**src/hdl/rail_seq_params.svh**
```systemverilog
/*
 Constants of the rail sequencer: bus offsets, field positions, reset values
 and step timing. Assumes a 40 MHz device clock.
*/
`ifndef RAIL_SEQ_PARAMS_SVH
`define RAIL_SEQ_PARAMS_SVH

`define RS_CLK_PERIOD_NS 25
`define RS_STEP_DELAY_NS 2560000
`define RS_STEP_CYCLES (`RS_STEP_DELAY_NS / `RS_CLK_PERIOD_NS)
`define RS_TIMER_W 24

`define RS_ADDR_W 8
`define RS_OFS_GATE_CFG 8'h00
`define RS_OFS_STATUS 8'h04

`define RS_GATE_PUMP_LSB 0
`define RS_GATE_CURR_LSB 2
`define RS_GATE_CFG_RESET 4'h0

`define RS_HTRANS_NONSEQ 2'h2
`define RS_HTRANS_SEQ 2'h3

`endif

```
**src/hdl/rail_seq_pkg.sv**
```systemverilog
/*
 Types of the rail sequencer: step enumeration, pin flag bundle, gate
 driver setting and the AHB-Lite request carrier.
 Assumes rail_seq_params.svh holds the numeric constants.
*/
package rail_seq_pkg;

	typedef enum logic [4:0] {
		st_reset, st_wait_analog, st_wait_input, st_rail_b, st_core,
		st_rail_c, st_switch, st_monitor, st_shut_begin, st_switch_off,
		st_wait_c, st_rail_c_off, st_wait_core, st_core_off, st_wait_b,
		st_rail_b_off, st_halt
	} step_e;

	typedef struct packed {
		logic analog_ready;
		logic input_rail_ok;
		logic rail_b_ok;
		logic core_rail_ok;
		logic rail_c_ok;
		logic switched_rail_ok;
		logic shutdown_request;
	} rail_flags_s;

	typedef struct packed {
		logic [1:0] source_current;
		logic [1:0] pump_level;
	} gate_cfg_s;

	typedef struct packed {
		logic hsel;
		logic [31:0] haddr;
		logic [1:0] htrans;
		logic hwrite;
		logic [2:0] hsize;
		logic [31:0] hwdata;
		logic hready;
	} ahb_req_s;

endpackage

```
**src/hdl/rail_sequencer_fsm.sv**
```systemverilog
/*
 Power rail sequencer: brings up rail b, the core rail, rail c and the
 switched rail in order, monitors them, and shuts down in reverse order.
 Gate driver settings and status sit behind an AHB-Lite slave.
 Assumes comparator flags and shutdown_request are asynchronous pins.
 // Function
 // wait analog ready, then input rail
 // enable rail b, hold until ok
 // core enable, 2.56 ms timeout to step 13
 // flag failed when power-up cannot finish
 // rail c enable low, wait ok
 // switch gate on, wait switched ok
 // all good asserted on monitor entry
 // any rail flag loss leaves monitoring
 // switch and all good off first
 // 2.56 ms between each rail turn-off
 // turn-off in reverse enable order
 // shutdown request jumps to step 8
 // four charge pump voltage levels stored
 // four gate source current levels stored
 // shutdown honoured only while monitoring
 // halt with outputs held until reset
 // intervals timed by reloaded clock counter
*/
`timescale 1ns/10ps
`include "rail_seq_params.svh"
module rail_sequencer_fsm #(
	parameter int STEP_CYCLES = `RS_STEP_CYCLES
) (
	input wire logic clock, // 40 MHz device clock
	input wire logic arst_n, // async reset, active low
	input wire rail_seq_pkg::rail_flags_s flags_pin, // raw comparator and request pins
	output logic rail_b_enable, // rail b converter enable, active high
	output logic core_rail_enable, // core converter enable, active high
	output logic rail_c_enable_n, // rail c converter enable, active low
	output logic switch_gate_enable, // switched rail gate drive
	output logic all_rails_good, // every rail up and monitored
	output logic sequence_failed, // power-up could not finish
	output rail_seq_pkg::gate_cfg_s gate_cfg, // charge pump and source current
	input wire rail_seq_pkg::ahb_req_s ahb_req, // AHB-Lite request
	output logic [31:0] hrdata, // AHB-Lite read data
	output logic hreadyout, // AHB-Lite ready
	output logic hresp // AHB-Lite response
);
	import rail_seq_pkg::*;

	function automatic logic timed_step(input step_e s);
		timed_step = (s == st_core) || (s == st_wait_c) || (s == st_wait_core) ||
			(s == st_wait_b);
	endfunction

	function automatic logic word_hit(input logic [31:0] addr, input logic [7:0] ofs);
		word_hit = (addr[`RS_ADDR_W-1:2] == ofs[7:2]) && (addr[31:`RS_ADDR_W] == '0);
	endfunction

	rail_flags_s sync1_reg;
	rail_flags_s flags;
	step_e state_reg;
	step_e state_next;
	logic timer_load;
	logic timer_expired;
	logic rails_all_ok;

	// two flops per pin; only the second stage is read
	always_ff @(posedge clock or negedge arst_n) begin
		if (!arst_n) begin
			sync1_reg <= '0;
			flags <= '0;
		end else begin
			sync1_reg <= flags_pin;
			flags <= sync1_reg;
		end
	end

	assign rails_all_ok = flags.input_rail_ok && flags.rail_b_ok && flags.rail_c_ok &&
		flags.core_rail_ok && flags.switched_rail_ok;

	always_comb begin
		state_next = state_reg;
		case (state_reg)
			st_reset: state_next = st_wait_analog;
			st_wait_analog: if (flags.analog_ready) state_next = st_wait_input;
			st_wait_input: if (flags.input_rail_ok) state_next = st_rail_b;
			st_rail_b: if (flags.rail_b_ok) state_next = st_core;
			st_core: begin
				if (flags.core_rail_ok) begin
					state_next = st_rail_c;
				end else if (timer_expired) begin
					state_next = st_core_off;
				end
			end
			st_rail_c: if (flags.rail_c_ok) state_next = st_switch;
			st_switch: if (flags.switched_rail_ok) state_next = st_monitor;
			st_monitor: begin
				// only interruptible step, so the request is looked at here alone
				if (!rails_all_ok || flags.shutdown_request) begin
					state_next = st_shut_begin;
				end
			end
			st_shut_begin: state_next = st_switch_off;
			st_switch_off: state_next = st_wait_c;
			st_wait_c: if (timer_expired) state_next = st_rail_c_off;
			st_rail_c_off: state_next = st_wait_core;
			st_wait_core: if (timer_expired) state_next = st_core_off;
			st_core_off: state_next = st_wait_b;
			st_wait_b: if (timer_expired) state_next = st_rail_b_off;
			st_rail_b_off: state_next = st_halt;
			st_halt: state_next = st_halt;
			default: state_next = st_halt;
		endcase
	end

	always_ff @(posedge clock or negedge arst_n) begin
		if (!arst_n) begin
			state_reg <= st_reset;
		end else begin
			state_reg <= state_next;
		end
	end

	// reload on entry of every timed step
	assign timer_load = (state_next != state_reg) && timed_step(state_next);

	rail_step_timer #(
		.WIDTH(`RS_TIMER_W),
		.CYCLES(STEP_CYCLES)
	) u_step_timer (
		.clock(clock),
		.arst_n(arst_n),
		.load(timer_load),
		.expired(timer_expired)
	);

	// outputs change on the edge that enters the step
	always_ff @(posedge clock or negedge arst_n) begin
		if (!arst_n) begin
			rail_b_enable <= 1'b0;
		end else if (state_next != state_reg) begin
			if (state_next == st_rail_b) begin
				rail_b_enable <= 1'b1;
			end else if (state_next == st_rail_b_off) begin
				rail_b_enable <= 1'b0;
			end
		end
	end

	always_ff @(posedge clock or negedge arst_n) begin
		if (!arst_n) begin
			core_rail_enable <= 1'b0;
		end else if (state_next != state_reg) begin
			if (state_next == st_core) begin
				core_rail_enable <= 1'b1;
			end else if (state_next == st_core_off) begin
				core_rail_enable <= 1'b0;
			end
		end
	end

	always_ff @(posedge clock or negedge arst_n) begin
		if (!arst_n) begin
			rail_c_enable_n <= 1'b1;
		end else if (state_next != state_reg) begin
			if (state_next == st_rail_c) begin
				rail_c_enable_n <= 1'b0;
			end else if (state_next == st_rail_c_off) begin
				rail_c_enable_n <= 1'b1;
			end
		end
	end

	// switch and all good drop together, ahead of any converter
	always_ff @(posedge clock or negedge arst_n) begin
		if (!arst_n) begin
			switch_gate_enable <= 1'b0;
			all_rails_good <= 1'b0;
		end else if (state_next != state_reg) begin
			if (state_next == st_switch) begin
				switch_gate_enable <= 1'b1;
			end else if (state_next == st_monitor) begin
				all_rails_good <= 1'b1;
			end else if (state_next == st_switch_off) begin
				switch_gate_enable <= 1'b0;
				all_rails_good <= 1'b0;
			end
		end
	end

	// sticky until device reset; the halt step never clears it
	always_ff @(posedge clock or negedge arst_n) begin
		if (!arst_n) begin
			sequence_failed <= 1'b0;
		end else if (state_reg == st_core && state_next == st_core_off) begin
			sequence_failed <= 1'b1;
		end
	end

	// AHB-Lite slave, zero wait states
	logic access_ok;
	logic wr_pend_reg;
	logic [31:0] wr_addr_reg;
	logic [31:0] status_word;

	assign access_ok = ahb_req.hsel && ahb_req.hready &&
		(ahb_req.htrans == `RS_HTRANS_NONSEQ || ahb_req.htrans == `RS_HTRANS_SEQ);
	assign hreadyout = 1'b1;
	assign hresp = 1'b0;

	assign status_word = {11'h000, flags, all_rails_good, sequence_failed,
		switch_gate_enable, rail_c_enable_n, core_rail_enable, rail_b_enable,
		3'h0, 5'(state_reg)};

	always_ff @(posedge clock or negedge arst_n) begin
		if (!arst_n) begin
			wr_pend_reg <= 1'b0;
			wr_addr_reg <= 32'h00000000;
		end else begin
			wr_pend_reg <= access_ok && ahb_req.hwrite;
			if (access_ok) begin
				wr_addr_reg <= ahb_req.haddr;
			end
		end
	end

	// gate setting is written at the end of the data phase and drives gate_cfg at once
	always_ff @(posedge clock or negedge arst_n) begin
		if (!arst_n) begin
			gate_cfg <= `RS_GATE_CFG_RESET;
		end else if (wr_pend_reg && word_hit(wr_addr_reg, `RS_OFS_GATE_CFG)) begin
			gate_cfg.pump_level <= ahb_req.hwdata[`RS_GATE_PUMP_LSB +: 2];
			gate_cfg.source_current <= ahb_req.hwdata[`RS_GATE_CURR_LSB +: 2];
		end
	end

	// read data latched in the address phase; unmapped reads return zero
	always_ff @(posedge clock or negedge arst_n) begin
		if (!arst_n) begin
			hrdata <= 32'h00000000;
		end else if (access_ok && !ahb_req.hwrite) begin
			if (word_hit(ahb_req.haddr, `RS_OFS_GATE_CFG)) begin
				hrdata <= {28'h0000000, gate_cfg};
			end else if (word_hit(ahb_req.haddr, `RS_OFS_STATUS)) begin
				hrdata <= status_word;
			end else begin
				hrdata <= 32'h00000000;
			end
		end
	end
endmodule

```
**src/hdl/rail_step_timer.sv**
```systemverilog
/*
 Step interval timer: reloads on load, then counts device clocks down.
 Assumes load is a one-cycle pulse from logic on the same clock.
*/
`timescale 1ns/10ps
module rail_step_timer #(
	parameter int WIDTH = 24,
	parameter int CYCLES = 102400
) (
	input wire logic clock, // device clock
	input wire logic arst_n, // async reset, active low
	input wire logic load, // restart the interval
	output logic expired // interval over, level until next load
);

	logic [WIDTH-1:0] count_reg;
	logic running_reg;

	always_ff @(posedge clock or negedge arst_n) begin
		if (!arst_n) begin
			count_reg <= '0;
			running_reg <= 1'b0;
		end else if (load) begin
			count_reg <= WIDTH'(CYCLES - 1);
			running_reg <= 1'b1;
		end else if (running_reg && count_reg != '0) begin
			count_reg <= count_reg - WIDTH'(1);
		end
	end

	assign expired = running_reg && (count_reg == '0);

endmodule

```
**config.mk**
```make
export PLATFORM = sky130hd
export DESIGN_NAME = rail_sequencer_fsm
export DESIGN_NICKNAME = d
export VERILOG_FILES = /design/src/hdl/rail_seq_pkg.sv /design/src/hdl/rail_sequencer_fsm.sv /design/src/hdl/rail_step_timer.sv
export VERILOG_INCLUDE_DIRS = /design/src /design/src/hdl
export SDC_FILE = /design/constraint.sdc
export NUM_CORES = 1
export LEC_CHECK = 0
export BUFFER_PORTS_ARGS = -buffer_cell sky130_fd_sc_hd__buf_4
export CAP_MARGIN = 20
export CORE_MARGIN = 1.5
export CORE_UTILIZATION = 25
export CTS_CLUSTER_DIAMETER = 120
export CTS_CLUSTER_SIZE = 12
export DETAILED_ROUTE_END_ITERATION = 6
export PLACE_DENSITY = 0.45
export SYNTH_ARGS = -nofsm -noshare
export SYNTH_HDL_FRONTEND = slang
export SYNTH_HIERARCHICAL = 1
export SYNTH_SLANG_ARGS = --single-unit
```
**constraint.sdc**
```tcl
create_clock -name clock -period 5.8 [get_ports clock]
set_clock_uncertainty 0.2 [all_clocks]
set_input_delay 0.29 -clock clock [delete_from_list [all_inputs] [get_ports clock]]
set_output_delay 0.29 -clock clock [all_outputs]
set_load 0.01 [all_outputs]
```
==> results.json, run 1 <==
{
  "clk_path_buf_depth": 2,
  "pwr-share-clk": 0.291,
  "power_per_cell_area_mw_per_mm2": 340,
  "period_minus_slack_ns": 3.98,
  "cts_tree": "built",
  "tns_ns": 0,
  "core_mm2": 0.0189,
  "via_count": 3659,
  "status": "finished, final reports clean",
  "cts_resized": 0,
  "synth.avg_cell_area_um2": 11.2,
  "crit_chain": "inv_1, ha_1, nor4b_2, nand4_2, nor2_1, and2_1, and4bb_2, a211o_1, nor2_1, a211o_1, a21oi_2, buf_8, o21ba_2",
  "antennaDiodeCount": 0,
  "crit_type": "flip-flop to flip-flop",
  "share_comb_of_total_power": 0.243,
  "via_per_inst": 4.52,
  "slew_viol_final": 0,
  "row_count": 50,
  "cts_buffers": 9,
  "initial_core_util": 0.257,
  "slowest_stage": "dfrtp_1",
  "grt_pass1_vias": 3647,
  "max_freq_ghz": 0.251,
  "clock_sinks": 103,
  "synth-edff-count": 0,
  "ant_nets": 0,
  "dr.pass1.iters": 4,
  "htreeDepth": 3,
  "hold_path.class": "primary input to flip-flop",
  "wl_per_cell_um": 14.8,
  "track_usage": 0.124,
  "routed_wirelength_um": 12000,
  "p_leak_nw": 2.69,
  "power_switching_uw": 694,
  "layout_commonest_cell": "dfrtp_1",
  "p_int_mw": 1.45,
  "grt_pass1_wl_um": 19400,
  "area_delta_synth_final_pct": 30.2,
  "nNetsFinal": 628,
  "ios": 125,
  "setup_viol": 0,
  "grt_max_degree": 74,
  "root_buffer": "clkbuf_16",
  "p_sw_frac": 0.323,
  "synth_cells": 433,
  "layout_common_cells": "102 x dfrtp_1, 77 x buf_4, 42 x dlygate4sd3_1, 36 x nand2_1",
  "setup_ws_ns": 1.82,
  "hold_viol": 0,
  "die_w_um": 142,
  "totalPowerFinal_mw": 2.15,
  "start_kind": "flip-flop",
  "dp_slack_ns": 1.43,
  "clk_latency_ns": 0.35,
  "cp_slowest_stage_delay_ns": 0.41,
  "end_kind": "flip-flop",
  "port_buffers": 74,
  "ir_worst_vdd_v": 0.000164,
  "antenna_found_initial": 0,
  "async_flop_share": 1.00,
  "worstMarginPinSlew_ns": 0.917,
  "post-route-period-util": 0.686,
  "cp_max_fo": 20,
  "holdWs_ns": 0.0476,
  "maxCapViolCount": 0,
  "p_seq_frac": 0.466,
  "routabilityCongestion": 0.776,
  "hpwl_um": 8250,
  "yosysWarnings": 6,
  "drt-initial-drc-count": 228,
  "max_slew_margin": 0.389,
  "synth_flop_cell": "dfrtp_1",
  "required_ns": 5.84,
  "syn_area_mm2": 0.00485,
  "seq_area_frac_synth": 0.531,
  "die-area_mm2": 0.0203,
  "cp.arrival_ns": 4.02,
  "ys_ff_latch": 103,
  "yosysUniqueCellTypes": 75,
  "final_layout_size_suffix_gt1_frac": 0.298,
  "route.detailed.drc": 0,
  "largest_register_ffs": 30,
  "grt-ovfl-total": 0,
  "die_h_um": 142,
  "path_clk_slew_ns": 0.07,
  "rrSetupSlack_ns": 1.82,
  "rsz0062_at_grt": "false"
}
layout make-up:
type | instances | area (um2)
fillers | 1918 | 12600
repair buffers | 120 | 1010
multi-input cells | 298 | 2060
well taps | 260 | 325
clock buffers | 12 | 246
clock inverters | 4 | 53.8
flip-flops and latches | 103 | 2580
inverters | 13 | 48.8
cell families (layout without fill, tap and decap cells):
kind of cell,Yosys count,in the layout,share of synthesized area
simple gates,165,165,0.190
flops,103,103,0.531
compound gates,67,67,0.111
buf+inv,46,149,0.0562
mux,35,35,0.0817
xor+xnor,13,13,0.0235
fa+ha+maj,2,2,0.00515
other cells,2,16,0.00155
timing repair:
| action | 4_1_cts | 5_1_grt |
|---|---|---|
| hold buffers | 41 | 1 |
| endpoints found under the hold margin | 69 | 1 |
| setup buffers | 0 | 0 |
cells in the mapped netlist (5+ instances only):
| library cell | number | area [um2] |
|---|---|---|
| a211o_1 | 5 | 43.8 |
| nand4_1 | 9 | 56.3 |
| clkbuf_1 | 9 | 33.8 |
| buf_4 | 18 | 135 |
| mux2_2 | 33 | 372 |
| nor2_1 | 33 | 124 |
| o21ai_2 | 8 | 70.1 |
| nand2_1 | 36 | 135 |
| inv_1 | 13 | 48.8 |
| nor4_1 | 18 | 113 |
| or3_1 | 5 | 31.3 |
| xor2_1 | 11 | 96.3 |
| nand2b_1 | 9 | 56.3 |
| dfrtp_1 | 102 | 2550 |
| nand3_1 | 9 | 45.0 |
| o21ai_0 | 11 | 55.1 |
| nor3_1 | 11 | 55.1 |
power groups by stage:
stage / Clock, mW / Sequential, mW / Combinational (mW)
2_1_floorplan: 0 / 0.935 / 0.425
3_3_place_gp: 0 / 1.01 / 0.485
3_5_place_dp: 0 / 1.01 / 0.493
4_1_cts: 0.646 / 0.999 / 0.519
5_1_grt: 0.675 / 1.02 / 0.583
6_report: 0.626 / 1.00 / 0.522
worst max-delay path, delay by kind of cell (launching register included):
family,cells,cell delay [ns]
buffers and inverters,2,0.36
DFF,1,0.41
and+or+nand+nor,6,1.68
adders and majority gates,1,0.17
AOI/OAI and AO/OA,4,1.03
layer usage:
metal / share of wire / global-route usage
met1: 0.49 / 0.168
met2: 0.46 / 0.196
met3: 0.038 / 0.0350
met4: 0.011 / 0.0315
met5: 0 / 0
stage by stage:
stage,instances,instance area (um2),utilization
finish,810,6320,0.335
global route,810,6320,0.335
CTS,807,6290,0.333
detailed placement,750,5580,0.295
global placement,750,5580,0.295
floorplan,447,4910,-
worst paths after layout:
check	start	endpoint	depth (start not counted)
min in group asynchronous	arst_n	sync1_reg[0]$_DFF_PN0_	2
min reg2reg	sync1_reg[0]$_DFF_PN0_	flags[0]$_DFF_PN0_	0
min	ahb_req[41]	wr_addr_reg[2]$_DFFE_PN0P_	3
max in group asynchronous	arst_n	u_step_timer/count_reg[22]$_DFFE_PN0P_	3
max reg2reg	u_step_timer/count_reg[0]$_DFFE_PN0P_	u_step_timer/count_reg[14]$_DFFE_PN0P_	13
max	u_step_timer/count_reg[0]$_DFFE_PN0P_	u_step_timer/count_reg[14]$_DFFE_PN0P_	13
Note: power is estimated with default switching activity, not from simulation.
==> run 2: changes to the inputs <==
- ABC_AREA: not set -> 1
- PLACE_DENSITY: 0.45 -> 0.44
- clock period: 5.8 -> 3.95 ns (I/O delays scaled with it)
==> results.json, run 2 <==
{
  "status": "finished, final reports clean",
  "cp_slowest_stage_delay_ns": 0.40,
  "path_clk_slew_ns": 0.08,
  "htreeDepth": 3,
  "synth_flop_cell": "dfrtp_1",
  "layout_commonest_cell": "nand2_1",
  "final_layout_size_suffix_gt1_frac": 0.155,
  "yosysWarnings": 6,
  "hold_path.class": "flip-flop to flip-flop",
  "multiInputGateArea_mm2": 0.00229,
  "route.detailed.drc": 0,
  "whs_path_depth": 0,
  "post-route-period-util": 0.843,
  "synth-edff-count": 0,
  "max_slew_margin": 0.351,
  "fill_cells": 2308,
  "crit_type": "flip-flop to flip-flop",
  "required_ns": 3.99,
  "ant_nets": 0,
  "largest_register_ffs": 30,
  "cp.arrival_ns": 3.37,
  "hpwl_um": 10500,
  "wl_per_cell_um": 13.5,
  "antennaDiodeCount": 0,
  "ir_worst_vdd_v": 0.000222,
  "period_minus_slack_ns": 3.33,
  "synthDominantCellAreaShare": 0.479,
  "clk_path_buf_depth": 2,
  "tns_ns": 0,
  "seq_area_frac_synth": 0.483,
  "core_mm2": 0.0210,
  "async_flop_share": 1.00,
  "cp_max_fo": 19,
  "ios": 125,
  "cts_resized": 0,
  "row_count": 53,
  "grt_pass1_wl_um": 24000,
  "crit_chain": "inv_1, ha_1, inv_1, nor4_1, nand3_1, nor2_1, or2_2, nand4_1, nand2_1, inv_1, nand2_1, nor2_1, nand3_1, a21boi_1, inv_1, nand2_4, clkinv_4, nand2_1, nand2_1",
  "grt-ovfl-total": 0,
  "r2r_cells": 19,
  "hp-start": "sync1_reg[2]$_DFF_PN0_",
  "power_per_cell_area_mw_per_mm2": 570,
  "totalPowerFinal_mw": 3.90,
  "slowest_stage": "dfrtp_1",
  "dr.pass1.iters": 4,
  "die_w_um": 149,
  "rsz0062_at_grt": "false",
  "cts_tree": "built",
  "netlist_top_cells_area": "dfrtp_1 48%, nand2_1 16%, nor2_1 5.1%",
  "layout_common_cells": "226 x nand2_1, 102 x dfrtp_1, 79 x buf_4, 73 x nor2_1, 68 x inv_1",
  "rrSetupSlack_ns": 0.62,
  "grt_max_degree": 64,
  "hold_viol": 0,
  "routabilityCongestion": 0.834,
  "cts_buffers": 9,
  "antenna_found_initial": 0,
  "die_h_um": 149,
  "track_usage": 0.137,
  "yosysUniqueCellTypes": 38,
  "max_freq_ghz": 0.300,
  "initial_core_util": 0.255,
  "port_buffers": 74,
  "worstMarginPinSlew_ns": 0.972,
  "via_count": 4724,
  "drt-initial-drc-count": 297,
  "ys_ff_latch": 103,
  "synth.avg_cell_area_um2": 7.67,
  "nNetsFinal": 890,
  "setup_viol": 0,
  "root_buffer": "clkbuf_16",
  "rr_startpoint": "u_step_timer/count_reg[0]$_DFFE_PN0P_",
  "synth.most_common_cell": "nand2_1",
  "p_leak_nw": 3.45,
  "area_delta_synth_final_pct": 28.1,
  "r2r_end": "u_step_timer/count_reg[6]$_DFFE_PN0P_",
  "via_per_inst": 4.35,
  "clk_latency_ns": 0.36,
  "grt_pass1_vias": 4600,
  "die-area_mm2": 0.0222,
  "synth_cells": 695,
  "holdPathEnd": "flags[2]$_DFF_PN0_",
  "start_kind": "flip-flop",
  "clock_sinks": 103,
  "seqCellArea_mm2": 0.00258,
  "slew_viol_final": 0,
  "syn_area_mm2": 0.00533,
  "end_kind": "flip-flop",
  "synth_common_cells": "226 x nand2_1, 102 x dfrtp_1, 73 x nor2_1, 68 x inv_1, 44 x nand3_1",
  "maxCapViolCount": 0,
  "routed_wirelength_um": 14700,
  "synth_top_area_cell": "dfrtp_1"
}
[run 2: kinds of logic (layout without fill, tap and decap cells)]
group,count (synthesis),in the layout,share of synthesized area
other,2,16,0.00141
AO/OA/AOI/OAI,71,71,0.0791
AND/OR/NAND/NOR,405,405,0.329
adder cells (fa/ha/maj),2,2,0.00469
XOR/XNOR,4,4,0.00657
buffers and inverters,108,211,0.0962
flip-flops,103,103,0.483
[run 2: report_power, final]
part	internal [mW]	total (mW)	switching, mW
Clock	0.454	0.920	0.467
Sequential	1.28	1.54	0.259
Combinational	0.515	1.44	0.921
Total	2.25	3.90	1.65
[run 2: layout make-up]
type,instances,area share
Inverter,73,0.0408
Tap cell,275,0.0504
Timing Repair Buffer,122,0.150
Sequential cell,103,0.377
Clock inverter,7,0.0126
Clock buffer,9,0.0330
Multi-Input combinational cell,498,0.336
[run 2: how the worst max path moves through the flow]
stage | startpoint | end | slack, ns | cells after the start
detailed placement | u_step_timer/count_reg[0]$_DFFE_PN0P_ | u_step_timer/count_reg[6]$_DFFE_PN0P_ | 0.67 | 19
floorplan | u_step_timer/count_reg[0]$_DFFE_PN0P_ | u_step_timer/count_reg[19]$_DFFE_PN0P_ | 1.19 | 20
CTS | u_step_timer/count_reg[0]$_DFFE_PN0P_ | u_step_timer/count_reg[6]$_DFFE_PN0P_ | 0.62 | 19
global route | u_step_timer/count_reg[0]$_DFFE_PN0P_ | u_step_timer/count_reg[18]$_DFFE_PN0P_ | 0.26 | 19
global placement | u_step_timer/count_reg[0]$_DFFE_PN0P_ | u_step_timer/count_reg[17]$_DFFE_PN0P_ | 0.71 | 19
finish | u_step_timer/count_reg[0]$_DFFE_PN0P_ | u_step_timer/count_reg[6]$_DFFE_PN0P_ | 0.62 | 19
[run 2: layer usage]
metal | global-route usage | wire length [um] | vias to the layer above
met5 | 0 | 0 | -
met4 | 0.0465 | 313 | 0
met3 | 0.0260 | 723 | 20
met2 | 0.222 | 6720 | 119
met1 | 0.181 | 6910 | 2158
li1 | - | - | 2427
[run 2: what timing repair did]
action,4_1_cts,5_1_grt
hold endpoints to repair,102,0
buffers inserted,0,0
hold buffers,43,0
[run 2: critical path: cells and delay by family, from the launching register on]
kind            cells  cell delay [ns]
fa+ha+maj           1             0.18
compound gates      1             0.22
buf+inv             5             0.57
simple gates       12             1.64
flops               1             0.40
[run 2: per-stage QoR]
step	area, um2	std cells	util	hold slack [ns]	worst slack (ns)
2_1_floorplan	5390	709	-	-0.298	1.19
3_3_place_gp	6090	1028	0.291	0.107	0.709
3_5_place_dp	6090	1028	0.291	0.108	0.666
4_1_cts	6830	1087	0.326	0.150	0.624
5_1_grt	6830	1087	0.326	0.162	0.262
6_report	6830	1087	0.326	0.144	0.620
==> run 3: changes to the inputs <==
- clock period: 3.95 -> 3.2 ns (I/O delays scaled with it)
==> results.json, run 3 (same netlist as run 2, synthesis figures left out) <==
{
  "status": "finished, final reports clean",
  "power_per_cell_area_mw_per_mm2": 711,
  "grt_pass1_vias": 4619,
  "antenna_found_initial": 0,
  "cts_buffers": 9,
  "crit_type": "flip-flop to flip-flop",
  "route.detailed.drc": 0,
  "clock_sinks": 103,
  "cp.arrival_ns": 3.04,
  "hold_viol": 0,
  "initial_core_util": 0.255,
  "nNetsFinal": 895,
  "max_slew_margin": 0.530,
  "grt_pass1_wl_um": 23900,
  "core_mm2": 0.0210,
  "hold_path.class": "flip-flop to flip-flop",
  "routabilityCongestion": 0.839,
  "row_count": 53,
  "p_leak_nw": 3.49,
  "ant_nets": 0,
  "grt-ovfl-total": 0,
  "setup_viol": 0,
  "drt-initial-drc-count": 399,
  "via_count": 4770,
  "final_util": 0.330,
  "final_cell_area_mm2": 0.00691,
  "path_clk_slew_ns": 0.08,
  "required_ns": 3.30,
  "ios": 125,
  "maxCapViolCount": 0,
  "largest_register_ffs": 30,
  "period_minus_slack_ns": 2.94,
  "htreeDepth": 3,
  "via_per_inst": 4.37,
  "worstMarginPinSlew_ns": 0.705,
  "rsz0062_at_grt": "false",
  "cts_tree": "built",
  "area_delta_synth_final_pct": 29.6,
  "post-cts-setup-buffers": 0,
  "die_w_um": 149,
  "layout_common_cells": "226 x nand2_1, 102 x dfrtp_1, 81 x buf_4, 72 x nor2_1, 67 x inv_1",
  "hp-start": "sync1_reg[0]$_DFF_PN0_",
  "die_h_um": 149,
  "place_area_mm2": 0.00615,
  "grt_max_degree": 53,
  "clk_path_buf_depth": 2,
  "dr.pass1.iters": 5,
  "max_freq_ghz": 0.340,
  "antennaDiodeCount": 0,
  "start_kind": "flip-flop",
  "wl_per_cell_um": 13.5,
  "rr_startpoint": "u_step_timer/count_reg[0]$_DFFE_PN0P_",
  "end_kind": "flip-flop",
  "track_usage": 0.137,
  "cp_max_fo": 18,
  "root_buffer": "clkbuf_16",
  "final_layout_size_suffix_gt1_frac": 0.165,
  "layout_commonest_cell": "nand2_1",
  "slew_viol_final": 0,
  "clk_latency_ns": 0.36,
  "die-area_mm2": 0.0222,
  "routed_wirelength_um": 14700,
  "port_buffers": 74,
  "ir_worst_vdd_v": 0.000278,
  "post-route-period-util": 0.920,
  "tns_ns": 0,
  "crit_start": "u_step_timer/count_reg[0]$_DFFE_PN0P_",
  "hpwl_um": 10300
}
run 3: layout make-up:
type / count / area (um2)
clock buffers: 9 / 225
fillers: 2274 / 14000
flip-flops and latches: 103 / 2580
well taps: 275 / 344
repair buffers: 127 / 1090
multi-input cells: 498 / 2310
clock inverters: 7 / 83.8
inverters: 73 / 279
run 3: per-layer routing:
| metal | vias up | track usage | share of wire |
|---|---|---|---|
| li1 | 2435 | - | - |
| met1 | 2208 | 0.185 | 0.49 |
| met3 | 21 | 0.0312 | 0.037 |
| met2 | 106 | 0.220 | 0.46 |
| met4 | 0 | 0.0396 | 0.017 |
| met5 | - | 0 | 0 |
run 3: stage by stage:
stage | hold WS, ns | power (mW) | cells | setup slack, ns
finish | 0.149 | 4.91 | 1092 | 0.256
global route | 0.160 | 5.31 | 1092 | 0.0307
CTS | 0.152 | 4.94 | 1092 | 0.105
detailed placement | 0.0589 | 3.72 | 1033 | 0.135
global placement | 0.0614 | 3.73 | 1033 | 0.103
floorplan | -0.336 | 3.16 | 709 | 0.441
run 3: power by group:
group	switching [mW]	internal, mW	total, mW
combinational	1.17	0.699	1.87
clock	0.581	0.563	1.14
sequential	0.322	1.58	1.90
total	2.07	2.84	4.91
run 3: worst max-delay path, cell delays in order (launching register included):
cell and delay (ns):
dfrtp_1 0.40, inv_1 0.08, ha_1 0.16, inv_1 0.06, nor4_2 0.25, nand3_1 0.14, nor2_2 0.16, or2_2 0.14
nand4_1 0.17, nand2_1 0.11, inv_1 0.04, nand2_1 0.06, nor2_1 0.06, nand3_1 0.12, a21boi_2 0.22, inv_2 0.09
nand2_4 0.10, buf_12 0.16, o21ai_0 0.09, nand2_1 0.07
run 3: path summary, 6_finish.rpt:
kind | to | slack (ns) | cells after the start
worst min register to register | flags[0]$_DFF_PN0_ | 0.15 | 0
worst max register to register | u_step_timer/count_reg[8]$_DFFE_PN0P_ | 0.26 | 19
min in group asynchronous | wr_addr_reg[7]$_DFFE_PN0P_ | 0.18 | 2
worst min-delay path | flags[0]$_DFF_PN0_ | 0.15 | 0
worst max-delay path | u_step_timer/count_reg[8]$_DFFE_PN0P_ | 0.26 | 19
max in group asynchronous | flags[6]$_DFF_PN0_ | 1.90 | 3
run 3: repair_timing:
| item | 4_1_cts | 5_1_grt |
|---|---|---|
| gates resized for setup | 0 | 6 |
| hold buffers | 43 | 0 |
| endpoints found under the setup margin | 0 | 24 |
| endpoints found under the hold margin | 96 | 0 |
